File: config.mk
export PLATFORM = sky130hd
export DESIGN_NAME = rsq_reset_source
export DESIGN_NICKNAME = d
export VERILOG_FILES = /design/src/inc/rsq_pkg.sv /design/src/hw/rsq_reset_source.sv /design/src/hw/rsq_sync.sv /design/src/hw/rsq_flash_chk.sv
export SDC_FILE = /design/constraint.sdc
export NUM_CORES = 1
export LEC_CHECK = 0
export BUFFER_PORTS_ARGS = -buffer_cell sky130_fd_sc_hd__buf_2
export CORE_MARGIN = 2
export CORE_UTILIZATION = 47
export DETAILED_ROUTE_END_ITERATION = 16
export GPL_TIMING_DRIVEN = 0
export PLACE_DENSITY = 0.87
export SYNTH_ARGS = -nofsm -noshare
export SYNTH_HDL_FRONTEND = slang
export SYNTH_SLANG_ARGS = --single-unit
File: constraint.sdc
create_clock -name pclk -period 2.5 [get_ports pclk]
set_input_delay 0.375 -clock pclk [delete_from_list [all_inputs] [get_ports pclk]]
set_output_delay 0.375 -clock pclk [all_outputs]
set_load 0.01 [all_outputs]
File: src/inc/rsq_pkg.sv
// constants, types and helpers for the reset-cause sequencer
`default_nettype none
package rsq_pkg;

  // register indices; the byte address is four times the index
  localparam logic [11:0] RCR_IDX = 12'h0EF;
  localparam logic [11:0] IST_IDX = 12'h0F0;
  localparam logic [11:0] IMK_IDX = 12'h0F1;
  localparam logic [11:0] RCR_ADDR = RCR_IDX << 2;
  localparam logic [11:0] IST_ADDR = IST_IDX << 2;
  localparam logic [11:0] IMK_ADDR = IMK_IDX << 2;

  // bit positions in the cause register, status and mask
  localparam int B_PIN = 0;
  localparam int B_POR = 1;
  localparam int B_MCD = 2;
  localparam int B_WDT = 3;
  localparam int B_SW = 4;
  localparam int B_CMP = 5;
  localparam int B_FERR = 6;
  localparam int B_USB = 7;

  // positions in the synchronised pin vector
  localparam int S_PIN = 0;
  localparam int S_VDD = 1;
  localparam int S_MCD = 2;
  localparam int S_CMP = 3;
  localparam int S_VBUS = 4;

  // values after power-on
  localparam logic [7:0] FLAGS_RST = 8'h02;
  localparam logic [7:0] EN_RST = 8'h00;
  localparam logic [7:0] MASK_RST = 8'h00;
  localparam logic [4:0] SYNC_RST = 5'h0B;

  // last byte of user code space
  localparam logic [15:0] CODE_TOP = 16'h3DFF;

  // least time the system reset is held for an internal cause
  localparam int HOLD_NS = 1000;
  localparam int CLK_KHZ = 25000;
  localparam int HOLD_CYC = (HOLD_NS * CLK_KHZ + 999999) / 1000000;
  localparam logic [4:0] HOLD_LOAD = 5'(HOLD_CYC - 1);

  typedef enum logic [2:0] {
    RSQ_RUN = 3'b001,
    RSQ_HOLD = 3'b010,
    RSQ_EXIT = 3'b100
  } rsq_state_e;

  // one cycle of flash traffic seen by the access checker
  typedef struct packed {
    logic xwr;
    logic [15:0] xaddr;
    logic cread;
    logic [15:0] caddr;
    logic fetch;
    logic [15:0] faddr;
    logic sec_viol;
    logic wr_erase;
  } rsq_flash_req_s;

  function automatic logic above_top(input logic [15:0] a);
    return a > CODE_TOP;
  endfunction : above_top

  // lowest set bit wins: pin, power, clock loss, watchdog, ...
  function automatic logic [7:0] pick_cause(input logic [7:0] raw);
    return raw & (~raw + 8'h01);
  endfunction : pick_cause

endpackage : rsq_pkg
`default_nettype wire

File: src/hw/rsq_reset_source.sv
// reset source sequencer: flash, software and usb causes, cause flags
//
// Added by the designer: the APB interface to the registers.
`default_nettype none
module rsq_reset_source import rsq_pkg::*; (
  input wire logic pclk,
  input wire logic presetn,
  input wire logic [11:0] paddr,
  input wire logic psel,
  input wire logic penable,
  input wire logic pwrite,
  input wire logic [31:0] pwdata,
  output logic [31:0] prdata,
  output logic pready,
  output logic pslverr,
  input wire rsq_flash_req_s flash_req,
  input wire logic flash_write_enable,
  input wire logic vdd_mon_en,
  input wire logic vdd_ok_pin,
  input wire logic clock_loss_pin,
  input wire logic cmp0_pin,
  input wire logic wdt_timeout,
  input wire logic usb_ctrl_enabled,
  input wire logic usb_bus_reset,
  input wire logic vbus_pin,
  input wire logic vbus_polarity_select,
  input wire logic rst_pin_in_n,
  output logic rst_pin_out,
  output logic rst_pin_oe_n,
  output logic sys_rst_n,
  output logic irq
);
  rsq_state_e state;
  rsq_state_e next_state;
  logic [4:0] cnt;
  logic [4:0] next_cnt;
  logic [7:0] cause;
  logic [7:0] next_cause;
  logic [7:0] raw;
  logic [7:0] flags;
  logic [7:0] ist;
  logic [7:0] imk;
  logic [4:0] sync_q;
  logic usb_en;
  logic cmp_en;
  logic mcd_en;
  logic vdd_sel;
  logic flash_err;
  logic hit;
  logic wr_rcr;
  logic wr_ist;
  logic wr_imk;
  logic sw_req;
  logic soft_por;
  logic exit_go;
  logic usb_bus_hit;
  logic vbus_hit;

  // pin-level inputs into the clock domain
  rsq_sync #(
    .W(5),
    .RST(SYNC_RST)
  ) u_sync (
    .pclk(pclk),
    .presetn(presetn),
    .din({vbus_pin, cmp0_pin, clock_loss_pin, vdd_ok_pin, rst_pin_in_n}),
    .dout(sync_q)
  );

  // illegal flash access detector
  rsq_flash_chk u_flash (
    .pclk(pclk),
    .presetn(presetn),
    .flash_req(flash_req),
    .flash_write_enable(flash_write_enable),
    .vdd_mon_en(vdd_mon_en),
    .flash_err(flash_err)
  );

  // apb decode; every access completes with no wait state
  assign hit = (paddr == RCR_ADDR) || (paddr == IST_ADDR) ||
               (paddr == IMK_ADDR);
  assign wr_rcr = psel && penable && pwrite && (paddr == RCR_ADDR);
  assign wr_ist = psel && penable && pwrite && (paddr == IST_ADDR);
  assign wr_imk = psel && penable && pwrite && (paddr == IMK_ADDR);
  assign pready = 1'b1;
  assign pslverr = psel && penable && !hit;

  // write-side strobes of the cause register
  assign sw_req = wr_rcr && pwdata[B_SW];
  assign soft_por = wr_rcr && pwdata[B_PIN];

  // usb conditions; the bus reset is gated by the controller being on, the vbus match is not
  assign usb_bus_hit = usb_ctrl_enabled && usb_bus_reset;
  assign vbus_hit = sync_q[S_VBUS] == vbus_polarity_select;

  // the reset pin is never driven high, only released
  assign rst_pin_out = 1'b0;
  assign sys_rst_n = state[0];
  assign exit_go = (state == RSQ_EXIT) && (next_state == RSQ_RUN);

  // every active reset cause, one bit per flag position
  always_comb begin
    raw = 8'h00;
    raw[B_PIN] = !sync_q[S_PIN] && rst_pin_oe_n;
    raw[B_POR] = (vdd_sel && vdd_mon_en && !sync_q[S_VDD]) ||
                 soft_por;
    raw[B_MCD] = mcd_en && sync_q[S_MCD];
    raw[B_WDT] = wdt_timeout;
    raw[B_SW] = sw_req;
    raw[B_CMP] = cmp_en && !sync_q[S_CMP];
    raw[B_FERR] = flash_err;
    raw[B_USB] = usb_en && (usb_bus_hit || vbus_hit);
  end

  // sequencer: run, hold reset, wait for the pin to read high
  always_comb begin
    next_state = state;
    next_cnt = cnt;
    next_cause = cause;
    unique case (state)
      RSQ_RUN: begin
        if (|raw) begin
          next_state = RSQ_HOLD;
          next_cnt = HOLD_LOAD;
          next_cause = pick_cause(raw);
        end
      end
      RSQ_HOLD: begin
        if (|raw) begin
          next_cnt = HOLD_LOAD;
        end else if (cnt == 5'h00) begin
          next_state = RSQ_EXIT;
        end else begin
          next_cnt = 5'(cnt - 5'h01);
        end
      end
      RSQ_EXIT: begin
        if (sync_q[S_PIN]) begin
          next_state = RSQ_RUN;
        end
      end
      default: begin
        next_state = RSQ_HOLD;
        next_cnt = HOLD_LOAD;
      end
    endcase
  end

  // sequencer state
  always_ff @(posedge pclk or negedge presetn) begin
    if (!presetn) begin
      state <= RSQ_RUN;
      cnt <= 5'h00;
      cause <= FLAGS_RST;
    end else begin
      state <= next_state;
      cnt <= next_cnt;
      cause <= next_cause;
    end
  end

  // only a power cause pulls the pin, from the supply or the soft_por write; other internal causes leave it
  always_ff @(posedge pclk or negedge presetn) begin
    if (!presetn) begin
      rst_pin_oe_n <= 1'b1;
    end else begin
      rst_pin_oe_n <= !((next_state == RSQ_HOLD) &&
                        next_cause[B_POR]);
    end
  end

  // cause flags: replaced by the one-hot cause on reset exit
  always_ff @(posedge pclk or negedge presetn) begin
    if (!presetn) begin
      flags <= FLAGS_RST;
    end else if (exit_go) begin
      flags <= cause;
    end
  end

  // source enables survive every reset the block itself makes
  always_ff @(posedge pclk or negedge presetn) begin
    if (!presetn) begin
      usb_en <= EN_RST[B_USB];
      cmp_en <= EN_RST[B_CMP];
      mcd_en <= EN_RST[B_MCD];
      vdd_sel <= EN_RST[B_POR];
    end else if (wr_rcr) begin
      usb_en <= pwdata[B_USB];
      cmp_en <= pwdata[B_CMP];
      mcd_en <= pwdata[B_MCD];
      vdd_sel <= pwdata[B_POR];
    end
  end

  // sticky status: a set on exit beats a one written to clear
  always_ff @(posedge pclk or negedge presetn) begin
    if (!presetn) begin
      ist <= 8'h00;
    end else begin
      ist <= (ist & ~(wr_ist ? pwdata[7:0] : 8'h00)) |
             (exit_go ? cause : 8'h00);
    end
  end

  // interrupt mask
  always_ff @(posedge pclk or negedge presetn) begin
    if (!presetn) begin
      imk <= MASK_RST;
    end else if (wr_imk) begin
      imk <= pwdata[7:0];
    end
  end

  assign irq = |(ist & imk);

  // read data captured in the setup phase
  always_ff @(posedge pclk or negedge presetn) begin
    if (!presetn) begin
      prdata <= 32'h0000_0000;
    end else if (psel && !penable) begin
      unique case (paddr)
        RCR_ADDR: prdata <= {24'h00_0000, flags};
        IST_ADDR: prdata <= {24'h00_0000, ist};
        IMK_ADDR: prdata <= {24'h00_0000, imk};
        default: prdata <= 32'h0000_0000;
      endcase
    end
  end
endmodule : rsq_reset_source
`default_nettype wire

File: src/hw/rsq_sync.sv
// three-stage synchroniser for inputs from outside the clock domain
`default_nettype none
module rsq_sync import rsq_pkg::*; #(
  parameter int W = 5,
  parameter logic [W-1:0] RST = '0
) (
  input wire logic pclk,
  input wire logic presetn,
  input wire logic [W-1:0] din,
  output logic [W-1:0] dout
);
  logic [W-1:0] s1;
  logic [W-1:0] s2;
  logic [W-1:0] s3;

  // s1 is read by s2 only; a bit moves once s2 and s3 agree
  always_ff @(posedge pclk or negedge presetn) begin
    if (!presetn) begin
      s1 <= RST;
      s2 <= RST;
      s3 <= RST;
      dout <= RST;
    end else begin
      s1 <= din;
      s2 <= s1;
      s3 <= s2;
      for (int i = 0; i < W; i++) begin
        if (s2[i] == s3[i]) begin
          dout[i] <= s3[i];
        end
      end
    end
  end
endmodule : rsq_sync
`default_nettype wire

File: src/hw/rsq_flash_chk.sv
// illegal flash access detector feeding the reset sequencer
`default_nettype none
module rsq_flash_chk import rsq_pkg::*; (
  input wire logic pclk,
  input wire logic presetn,
  input wire rsq_flash_req_s flash_req,
  input wire logic flash_write_enable,
  input wire logic vdd_mon_en,
  output logic flash_err
);
  logic next_err;

  // any forbidden access raises the error
  always_comb begin
    next_err = 1'b0;
    if (flash_req.xwr && flash_write_enable &&
        above_top(flash_req.xaddr)) begin
      next_err = 1'b1;
    end
    if (flash_req.cread && above_top(flash_req.caddr)) begin
      next_err = 1'b1;
    end
    if (flash_req.fetch && above_top(flash_req.faddr)) begin
      next_err = 1'b1;
    end
    if (flash_req.sec_viol) begin
      next_err = 1'b1;
    end
    if (flash_req.wr_erase && !vdd_mon_en) begin
      next_err = 1'b1;
    end
  end

  // one-cycle error pulse
  always_ff @(posedge pclk or negedge presetn) begin
    if (!presetn) begin
      flash_err <= 1'b0;
    end else begin
      flash_err <= next_err;
    end
  end
endmodule : rsq_flash_chk
`default_nettype wire

# Yosys cells after proc, flatten, opt, wreduce, memory -nomap -nowiden
# Index checks and enable logic that the tools add are counted.
# Widths: inputs -> output; s select.
[classes] order_cmp=3 add_sub_neg=2 eq_ne=16 muxes=19 bitwise_logic=7 n_reduce_logical=39
[ops] operator="$gt 16x14->1 const B" n=3
[ops] operator="$eq 12x10->1 const B" n=3
[ops] operator="$and 8x8->8" n=3
[ops] operator="$pmux 8 s3" n=1
[ops] operator="$logic_and 1x1->1" n=23
[ops] operator="$mux 8" n=2
[ops] operator="$not 8->8" n=2
[ops] operator="$reduce_or 8->1" n=2
[ops] operator="$mux 5" n=3
[ops] operator="$pmux 5 s3" n=1
[ops] operator="$mux 3" n=4
[ops] operator="$pmux 3 s3" n=1
[ops] operator="$add 8x1->8 const B" n=1
[ops] operator="$or 8x8->8" n=1
[ops] operator="$logic_not 1->1" n=7
[ops] operator="$eq 1x1->1" n=6
[ops] operator="$eq 3x1->1 const B" n=2
[ops] operator="$eq 3x2->1 const B" n=2
[ops] operator="$logic_not 5->1" n=1
[ops] operator="$mux 1" n=5
[ops] operator="$sub 5x1->5 const B" n=1
[ops] operator="$logic_or 1x1->1" n=4
[ops] operator="$mux 2" n=2
[ops] operator="$eq 3x3->1 const B" n=1
[ops] operator="other kinds (5)" n=5
[word_totals] input_bits=113 regBits=98 output_inout_bits=38

# Depth between registers and ports, before layout
# Gate-level depths: netlist (run 1).
[logic_depth] word_depth=12 ltp_mapped=7 ltp_nobuf=7

# Cells and area by module
# A second synthesis (run 1) with hierarchy kept.
[unflattened] hier_cells=333 area_unflattened_um2=3397.0
[modules_own_cells] module="rsq_reset_source" cells_each=294 seq_area_each_um2=1331.3 instances=1 area_per_inst_um2=2722.6
[modules_own_cells] module="rsq_sync" cells_each=25 seq_area_each_um2=515.5 instances=1 area_per_inst_um2=571.8
[modules_own_cells] module="rsq_flash_chk" cells_each=14 seq_area_each_um2=25.0 instances=1 area_per_inst_um2=102.6

# Least setup slack after synthesis (run 1)
# OpenSTA, ideal clock, no wires.
[synth_timing] path_type="in2reg" from="input port paddr[3]" to="register imk[0]" setup_time_ns=0.125 arrival_time_ns=1.946 stages=5 slack_ns=0.429 cell_sequence="or4b_1 > or3_1 > or3_1 > buf_4 > mux2_4"
[synth_between] elab_chain_len=2
[synth_lines] element="start, declared" line="rsq_reset_source.sv:8" rtl="input wire logic [11:0] paddr,"
[synth_lines] element="$eq 12x10->1" line="rsq_reset_source.sv:85" rtl="assign wr_imk = psel && penable && pwrite && (paddr == IMK_ADDR);"
[synth_lines] element="$logic_and 1x1->1" line="rsq_reset_source.sv:85"
[synth_lines] element="end signal, assigned" line="rsq_reset_source.sv:212" rtl="imk <= pwdata[7:0];"
[synth_lines] element="end, declared" line="rsq_reset_source.sv:42" rtl="logic [7:0] imk;"
# Every way passes these cells.
# A chain may end at the register's enable or synchronous reset.

# Worst setup path after layout (run 1)
[layout_timing] from="register u_sync.dout[1]" to="register cnt[0]"
[layout_between] elab_chain_len=6
[layout_lines] element="start, declared" line="rsq_sync.sv:10" rtl="output logic [W-1:0] dout"
[layout_lines] element="start signal, assigned by index" line="rsq_sync.sv:29" rtl="dout[i] <= s3[i];"
[layout_lines] element="$logic_not 1->1 (*)" line="rsq_reset_source.sv:106" rtl="raw[B_POR] = (vdd_sel && vdd_mon_en && !sync_q[S_VDD]) ||"
[layout_lines] element="$logic_and 1x1->1 (*)" line="rsq_reset_source.sv:106"
[layout_lines] element="$logic_or 1x1->1 (*)" line="rsq_reset_source.sv:106"
[layout_lines] element="$reduce_or 8->1 (*)" line="rsq_reset_source.sv:123, rsq_reset_source.sv:130"
[layout_lines] element="$ne 3x3->1 (no line) (tied with other cells)"
[layout_lines] element="$reduce_and 3->1 (no line) or $pmux 5 s3 (tied branches)"
[layout_lines] element="end signal, assigned" line="rsq_reset_source.sv:158" rtl="cnt <= next_cnt;"
[layout_lines] element="end, declared" line="rsq_reset_source.sv:35" rtl="logic [4:0] cnt;"
# Mark *: on every way between the ends. The rest lies on a longest branch, timed or not.

==> metrics.txt, run 1 <==
status finished clean; count leader, synth dfrtp_1; Routed WL per cell between 10 and 15 um; dominant synthesized flop cell dfrtp_1; R2R Path Start u_sync.dout[1]$_DFFE_PN1N_; Yosys top cell by area dfrtp_1; setup TNS 0 ns; number of global-route vias before repair roughly 2600; reg2reg end cnt[0]$_DFFE_PN0P_; final period utilization between 90 and 100%; antenna violations before repair 0; synth cell count leaders 58 x dfrtp_1, 50 x nand2_1, 27 x buf_4; R2R Setup Slk between 0.15 and 0.2 ns; cts repair resizes 0; origin of the worst min-delay path vdd_ok_pin; clk_lat worst skew ~0.35 ns; Via Count 2623; proportion of synthesized chip area in sequential cells approximately 54%; Nets approximately 530; Antenna diodes 0; DRC violations left 0; core footprint slightly above 7000 sq um; Ys Warns 0; max-cap viol count 0; critical path capture point type flop; synthesized area per cell roughly 11 sq um; worst vdd ir roughly 0.44 mV; worst r2r path cells 5; Worst Hold Depth 1; Global Route Usage Sum roughly 19%; Internal around 2100 uW; largest net degree at the start of global routing between 70 and 80; power per cell area slightly above 600 nW/um^2; Synth area leaders dfrtp_1 42%, dfstp_2 12%, buf_4 5.9%; type of the worst min-delay path in2reg; GP Congestion between 0.8 and 0.9; highest clock rate around 430 MHz; share of layout cells above drive strength 1 36.4%; Pre-Repair DR Iteration Count 4; clk root buf clkbuf_8; TritonCTS Buffers 9; Post-synth EDFFs 0; Syn Std Cell Area between 3000 and 4000 sq um; RSZ-0062 raised after global routing no; Hold Vio Cnt, Final 0; Routed Antenna Nets 0; Post-CTS Repair Setup Buffers 0; Slew @ Worst Pin about 0.9 ns; die width roughly 90 um; switching power 526 uW; Reg clk slew, reported paths around 0.070 ns; min Tclk post-route around 2.3 ns; area delta synth->final 24.8%; first-pass GRT wire length around 12000 um; I/O pins about 150; fraction of registers with async set or reset after synthesis 100%; Area after DPL 4040 sq um; WHS about 0.12 ns; Max clock buf depth 2; final WL roughly 7500 um; relative slew slack 40.3%; Num Clock Sinks 74; critical path type reg2reg; die area 8060 sq um; Final setup viols 0; CTS H-Tree Depth 3; HPWL Detailed ~5600 um; CP arrival about 2.6 ns; Final Cell Area around 4300 sq um; Synth Register Bits between 70 and 80; Setup Skew 0.00911 ns; worst-path fanout max 7; Netlist cell types 57; post-synth top area share 42.0%; clock share of power 45.6%; # hold bufs at CTS 0; Leak Pwr between 0.002 and 0.0025 uW; row cnt 31; startpoint types flop; Starting Density roughly half; Chip Height 89.8 um; CTS tree yes; Logic pwr share under 10%; Pins Over Slew Limit 0; Post-Synthesis Cells 310; Hold Path End u_sync.s1[1]$_DFF_PN1_; sw frac around a fifth; CP Data Required Time roughly 2.8 ns; # port buffers 73; grt total ovfl 0; Iteration-0 DRC Markers roughly 220; Vias/cell 5.02; Seq pwr share roughly 47%
flip-flops by register name (all words and copies together), names as in the netlist:
signal and count:
cause 8, flags 8, imk 8, ist 8, prdata 8, cnt 5, u_sync.dout 5, u_sync.s1 5
u_sync.s2 5, u_sync.s3 5, state 3, cmp_en 1, mcd_en 1, rst_pin_oe_n 1, u_flash.flash_err 1, usb_en 1
vdd_sel 1
layout by cell type, fill, tap and decap left out, drive strengths merged, types with 4 or more instances in the layout:
cell | netlist | layout
a22oi | 4 | 4
and3 | 4 | 4
bufinv | 0 | 4
mux2i | 9 | 9
mux2 | 13 | 13
a22o | 9 | 9
dfstp | 16 | 16
o21ai | 16 | 16
conb | 2 | 26
inv | 8 | 8
buf | 30 | 103
a21oi | 11 | 11
nand2 | 51 | 51
dfrtp | 58 | 58
nand2b | 5 | 5
nor2 | 15 | 15
maj3 | 5 | 5
nand3 | 4 | 4
clkbuf | 2 | 13
metal layers:
layer / track usage [%] / vias up / share of wire, %
met5: 0 / - / 0
met4: 7.31 / 0 / 1.3
met3: 5.45 / 8 / 4.6
met2: 33.6 / 77 / 52
met1: 22.5 / 1271 / 42
li1: - / 1267 / -
stage by stage:
step | utilization (%) | cells | setup slack (ns) | total power (uW)
floorplan | - | 334 | 0.429 | 1360
global placement | 56.3 | 506 | 0.0230 | 1450
detailed placement | 56.3 | 506 | 0.0000957 | 1450
CTS | 60.0 | 522 | 0.0333 | 2650
global route | 60.2 | 522 | 0.0907 | 2730
finish | 60.2 | 522 | 0.176 | 2640
power by group through the flow:
stage               Clock, uW  Combinational, uW  Sequential (uW)
finish                   1200                185             1250
global route             1270                203             1250
CTS                      1220                183             1250
detailed placement          0                183             1270
global placement            0                176             1270
floorplan                   0               96.7             1270
worst max-delay path by stage:
stage                                      end                       start  slack (ns)  cells after the start
after CTS                              pslverr                    paddr[2]        0.03                      6
after floorplan             imk[0]$_DFFE_PN0P_                    paddr[3]        0.43                      5
after global placement    cause[4]$_DFFE_PN0P_                    paddr[2]        0.02                      7
after global routing        cnt[0]$_DFFE_PN0P_  u_sync.dout[1]$_DFFE_PN1N_        0.09                      5
final                       cnt[0]$_DFFE_PN0P_  u_sync.dout[1]$_DFFE_PN1N_        0.18                      5
after detailed placement  cause[4]$_DFFE_PN0P_                    paddr[2]      0.0001                      7
critical path, stage by stage (launching register included):
cell	delay, ns
dfstp_2	0.54
and3b_1	0.21
a2111o_1	0.50
a2111oi_4	0.54
a21oi_1	0.24
o21ai_0	0.22
final cells by class:
type | instances | area (sq um)
multi-input cells | 220 | 1430
fillers | 595 | 2860
clock inverters | 5 | 125
flip-flops and latches | 74 | 1870
clock buffers | 11 | 141
repair buffers | 73 | 368
well taps | 99 | 124
plain buffers | 32 | 224
inverters | 8 | 30.0
logic make-up after synthesis:
| logic type | count (synthesis) | synth area share [%] |
|---|---|---|
| flops | 74 | 54.1 |
| buf+inv | 40 | 7.34 |
| mux | 22 | 7.70 |
| other cells | 2 | 0.217 |
| fa+ha+maj | 6 | 1.81 |
| compound gates | 62 | 13.1 |
| simple gates | 103 | 15.5 |
| xor+xnor | 1 | 0.253 |
(Power assumes the default switching activity.)
==> inputs of run 2 (changes only) <==
==> constraint.sdc (replaced) <==
create_clock -name pclk -period 2.5 [get_ports pclk]
set_input_delay 0.5 -clock pclk [delete_from_list [all_inputs] [get_ports pclk]]
set_output_delay 0.5 -clock pclk [all_outputs]
set_load 0.01 [all_outputs]
==> run 2 against run 1 <==
Power hardly changed. Critical endpoint is now pslverr. Sequential power hardly changed. Routed wire length is 0.16% higher. Non-clock buffer count is 1 higher. Largest power group unchanged. Via count is 0.84% higher. Design area is 0.32% higher. Hold slack better by 0.12 ns. Worst setup slack worse by 0.11 ns. Flip-flop and latch count stayed put. Clock-buffer cell count stayed put. Global-route usage stayed put.
==> metrics.txt, run 2 (synthesized netlist as in run 1, its figures left out) <==
Setup WS post-layout 0.0636 ns (was 0.176 ns); Routed Antenna Nets 0 (unchanged); row cnt 31 (unchanged); R2R Setup Slk 0.19 ns (was 0.18 ns); WHS 0.243 ns (was 0.120 ns); fillers 595 (unchanged); Hold Vio Cnt, Final 0 (unchanged); # hold bufs at CTS 0 (unchanged); area delta synth->final 25.2% (was 24.8%); Core Util, Final 60.3% (was 60.2%); DRC violations left 0 (unchanged); clk root buf clkbuf_8 (unchanged); highest clock rate 410 MHz (was 430 MHz); Starting Density 48.2% (unchanged); cell total after placement 506 (unchanged); Nets 533 (was 532); Pins Over Slew Limit 0 (unchanged); share of layout cells above drive strength 1 36.6% (was 36.4%); die area 8060 sq um (unchanged); Final Power 2640 uW (about the same); Iteration-0 DRC Markers 163 (was 215); final period utilization 97.5% (was 93.0%); Layout Cells excl Fill 523 (was 522); startpoint types input port (was flop); Slew @ Worst Pin 0.892 ns (was 0.896 ns); critical path type in2out (was reg2reg); power per cell area 609 nW/um^2 (was 611 nW/um^2); RSZ-0062 raised after global routing no (unchanged); Reg clk slew, reported paths 0.07 ns (about the same); grt total ovfl 0 (unchanged); type of the worst min-delay path in2reg (unchanged); Antenna diodes 0 (unchanged); Final setup viols 0 (unchanged); CP Data Required Time 2.00 ns (was 2.76 ns); Pre-Repair DR Iteration Count 4 (unchanged); Num Clock Sinks 74 (unchanged); Setup Skew 0.00815 ns (was 0.00911 ns); max-cap viol count 0 (unchanged); core footprint 7180 sq um (unchanged); final WL 7460 um (was 7450 um); CTS H-Tree Depth 3 (unchanged); most frequent cells in the layout 73 x buf_2, 58 x dfrtp_1, 50 x nand2_1 (was 74 x buf_2, 58 x dfrtp_1, 50 x nand2_1); post-place setup slack -0.208 ns (was 0.0000957 ns); critical path capture point type primary output (was flop); register area 1870 sq um (unchanged); Via Count 2645 (was 2623); die width 89.8 um (unchanged); relative slew slack 40.5% (was 40.3%); CP arrival 1.94 ns (was 2.58 ns); min Tclk post-route 2.44 ns (was 2.32 ns); TritonCTS Buffers 9 (unchanged); worst vdd ir 0.445 mV (about the same); GP Congestion 0.823 (unchanged); status finished clean (unchanged); antenna violations before repair 0 (unchanged); CTS tree yes (unchanged); Routed WL per cell 14.3 um (about the same); commonest non-fill, non-tap cell in the layout buf_2 (unchanged); Chip Height 89.8 um (unchanged); multi-input combinational cell area 1430 sq um (unchanged); Global Route Usage Sum 19.2% (unchanged); Vias/cell 5.06 (was 5.02); Max clock buf depth 2 (unchanged); I/O pins 151 (unchanged); Leak Pwr 0.00217 uW (was 0.00216 uW); worst-path fanout max 10 (was 7); HPWL Detailed 5570 um (unchanged); # port buffers 73 (unchanged); largest net degree at the start of global routing 75 (unchanged); clk_lat worst skew 0.35 ns (about the same); number of global-route vias before repair 2629 (was 2633); first-pass GRT wire length 12500 um (unchanged)
[run 2: metrics by stage]
step           area, sq um  TNS (ns)
2_1_floorplan         3550         0
3_3_place_gp          4040    -0.285
3_5_place_dp          4040    -0.359
4_1_cts               4320         0
5_1_grt               4330         0
6_report              4330         0
[run 2: final cells by class]
cell class                 instances  area share, %
buffer                            32           5.32
clock buffer                      11           3.26
clock inverter                     5           2.89
inverter                           8          0.693
multi-input combinational        220           33.1
sequential                        74           43.2
tap                               99           2.86
timing repair buffer              74           8.67
[run 2: repair_timing]
item / CTS / global route
buffers inserted: 0 / 1
pin swaps: 1 / 1
resized for setup: 1 / 3
endpoints found under the setup margin: 1 / 1
[run 2: worst max-delay path: stages]
cell     delay [ns]
buf_2          0.10
or4b_1         0.52
or3_1          0.35
buf_6          0.16
and4b_1        0.17
buf_2          0.13
[run 2: final timing paths]
path                                         endpoint  cells past startpoint                       start
max in group asynchronous  u_sync.dout[4]$_DFFE_PN0N_                      1                     presetn
setup / recovery                              pslverr                      6                    paddr[3]
min in group asynchronous       prdata[2]$_DFFE_PN0P_                      1                     presetn
setup reg to reg                   cnt[0]$_DFFE_PN0P_                      5  u_sync.dout[1]$_DFFE_PN1N_
hold / removal                 u_sync.s1[1]$_DFF_PN1_                      1                  vdd_ok_pin
hold reg to reg                u_sync.s2[4]$_DFF_PN0_                      0      u_sync.s1[4]$_DFF_PN0_
[run 2: metal layers]
layer / vias to the layer above / wire, um / global-route usage, %
li1: 1269 / - / -
met1: 1291 / 3130 / 22.6
met2: 73 / 3870 / 33.5
met3: 12 / 331 / 5.45
met4: 0 / 138 / 7.31
met5: - / 0 / 0
[run 2: power by group]
group / switching (uW) / leakage, uW / internal, uW
combinational: 95.7 / 0.00111 / 89.2
clock: 413 / 0.000134 / 790
sequential: 17.5 / 0.000923 / 1230
total: 526 / 0.00217 / 2110
==> inputs of run 3 (changes only) <==
REMOVE_ABC_BUFFERS = 1   (was not set)
==> run 3 against run 2 <==
Via count down 1.7%. Clock-buffer cell count is the same. Non-clock buffer count shrank 32. Register-to-register slack better by 0.04 ns. Design area down 5.5%. Routed wire length down 5.1%. Cell count is 6.1% lower. Utilization down 3.3 points. Clock skew fell by 0.0042 ns. Worst setup slack better by 0.058 ns. Critical endpoint unchanged. Largest cell class unchanged.
==> metrics.txt, run 3 (synthesized netlist as in run 1, its figures left out) <==
most frequent cells in the layout 72 x buf_2, 58 x dfrtp_1, 50 x nand2_1 (was 73 x buf_2, 58 x dfrtp_1, 50 x nand2_1); DRC violations left 0 (unchanged); critical path type in2out (unchanged); relative slew slack 41.0% (was 40.5%); commonest non-fill, non-tap cell in the layout buf_2 (unchanged); TritonCTS Buffers 9 (unchanged); Vias/cell 5.29 (was 5.06); final period utilization 95.1% (was 97.5%); worst vdd ir 0.521 mV (was 0.445 mV); switching power 521 uW (was 526 uW); grt total ovfl 0 (unchanged); power per cell area 618 nW/um^2 (was 609 nW/um^2); Num Clock Sinks 74 (unchanged); worst-path fanout max 11 (was 10); CTS tree yes (unchanged); Setup Skew 0.00398 ns (was 0.00815 ns); clock share of power 44.6% (was 45.6%); Hold Vio Cnt, Final 0 (unchanged); Internal 2010 uW (was 2110 uW); CP arrival 1.88 ns (was 1.94 ns); Max clock buf depth 2 (unchanged); die width 89.8 um (unchanged); I/O pins 151 (unchanged); Seq pwr share 49.4% (was 47.4%); share of layout cells above drive strength 1 32.7% (was 36.6%); max-cap viol count 0 (unchanged); sw frac 20.6% (was 20.0%); Slew @ Worst Pin 0.885 ns (was 0.892 ns); Area after DPL 3820 sq um (was 4040 sq um); Pins Over Slew Limit 0 (unchanged); WHS 0.250 ns (was 0.243 ns); DRT met1 WL 2750 um (was 3130 um); Final setup viols 0 (unchanged); Global Route Usage Sum 18.9% (was 19.2%); critical path capture point type primary output (unchanged); uppermost routed layer met4 (unchanged); Final Cell Area 4090 sq um (was 4330 sq um); Routed Antenna Nets 0 (unchanged); Chip Height 89.8 um (unchanged); Routed WL per cell 14.4 um (was 14.3 um); Leak Pwr 0.00201 uW (was 0.00217 uW); number of global-route vias before repair 2625 (was 2629); post-place setup slack -0.293 ns (was -0.208 ns); # port buffers 73 (unchanged); highest clock rate 420 MHz (was 410 MHz); Logic pwr share 6.0% (was 7.0%); startpoint types input port (unchanged); fillers 623 (was 595); die area 8060 sq um (unchanged); area delta synth->final 18.2% (was 25.2%); CTS H-Tree Depth 3 (unchanged); first-pass GRT wire length 12200 um (was 12500 um); RSZ-0062 raised after global routing no (unchanged); routed wire length on met3 559 um (was 331 um); Iteration-0 DRC Markers 121 (was 163); Reg clk slew, reported paths 0.07 ns (about the same); Setup WS post-layout 0.122 ns (was 0.0636 ns); GP Congestion 0.831 (was 0.823); clk root buf clkbuf_8 (unchanged); Via Count 2599 (was 2645); Met2 Routed Length 3640 um (was 3870 um); row cnt 31 (unchanged); final WL 7080 um (was 7460 um); Layout Cells excl Fill 491 (was 523); HPWL Detailed 5080 um (was 5570 um); type of the worst min-delay path in2reg (unchanged); Antenna diodes 0 (unchanged); status finished clean (unchanged); CP Data Required Time 2.00 ns (about the same); min Tclk post-route 2.38 ns (was 2.44 ns); Starting Density 48.2% (unchanged); largest net degree at the start of global routing 75 (unchanged); Nets 501 (was 533); core footprint 7180 sq um (unchanged); antenna violations before repair 0 (unchanged); cell total after placement 474 (was 506); Pre-Repair DR Iteration Count 4 (unchanged); clk_lat worst skew 0.34 ns (was 0.35 ns)
[run 3: cell types whose count changed in the layout (fill, tap and decap cells not counted), sizes merged]
cell,delta
buf,-30
bufinv,-1
clkbuf,-2
clkinv,+1
[run 3: worst paths after layout]
kind	start	end	slack, ns	cells past startpoint
hold / removal	cmp0_pin	u_sync.s1[3]$_DFF_PN1_	0.25	1
hold reg to reg	u_sync.s1[0]$_DFF_PN1_	u_sync.s2[0]$_DFF_PN1_	0.36	0
setup reg to reg	u_sync.dout[1]$_DFFE_PN1N_	cnt[0]$_DFFE_PN0P_	0.23	5
setup / recovery	paddr[3]	pslverr	0.12	5
max in group asynchronous	presetn	cmp_en$_DFFE_PN0N_	1.66	1
min in group asynchronous	presetn	prdata[2]$_DFFE_PN0P_	0.28	1
[run 3: repair_timing]
action	CTS	global route
resized for setup	2	0
setup buffers	0	1
setup endpoints to repair	1	1
pin swaps	0	1
hold buffers	0	0
[run 3: metrics by stage]
stage | total power (uW) | TNS (ns) | utilization [%]
floorplan | 1330 | 0 | -
global placement | 1410 | -2.36 | 53.2
detailed placement | 1420 | -2.68 | 53.2
CTS | 2560 | 0 | 56.9
global route | 2640 | 0 | 57.0
finish | 2530 | 0 | 57.0
[run 3: cell type report]
class | count | area [sq um] | area share, %
sequential | 74 | 1870 | 45.8
multi-input combinational | 220 | 1440 | 35.1
timing repair buffer | 74 | 375 | 9.18
clock buffer | 11 | 151 | 3.70
tap | 99 | 124 | 3.03
clock inverter | 5 | 100 | 2.45
inverter | 8 | 30.0 | 0.734
[run 3: power groups by stage]
stage | Clock [uW] | Sequential, uW | Combinational (uW)
after CTS | 1160 | 1250 | 153
after floorplan | 0 | 1270 | 62.3
after global placement | 0 | 1270 | 145
after global routing | 1210 | 1250 | 170
final | 1130 | 1250 | 152
after detailed placement | 0 | 1270 | 151
[run 3: metal layers]
metal	vias to the layer above	GRT usage [%]
li1	1205	-
met1	1253	22.8
met2	127	32.8
met3	14	5.20
met4	0	6.15
met5	-	0
[run 3: worst max-delay path, stage by stage]
cell and delay, ns:
buf_2 0.10, or4b_1 0.50, or3_4 0.43, and4b_1 0.21, buf_2 0.13
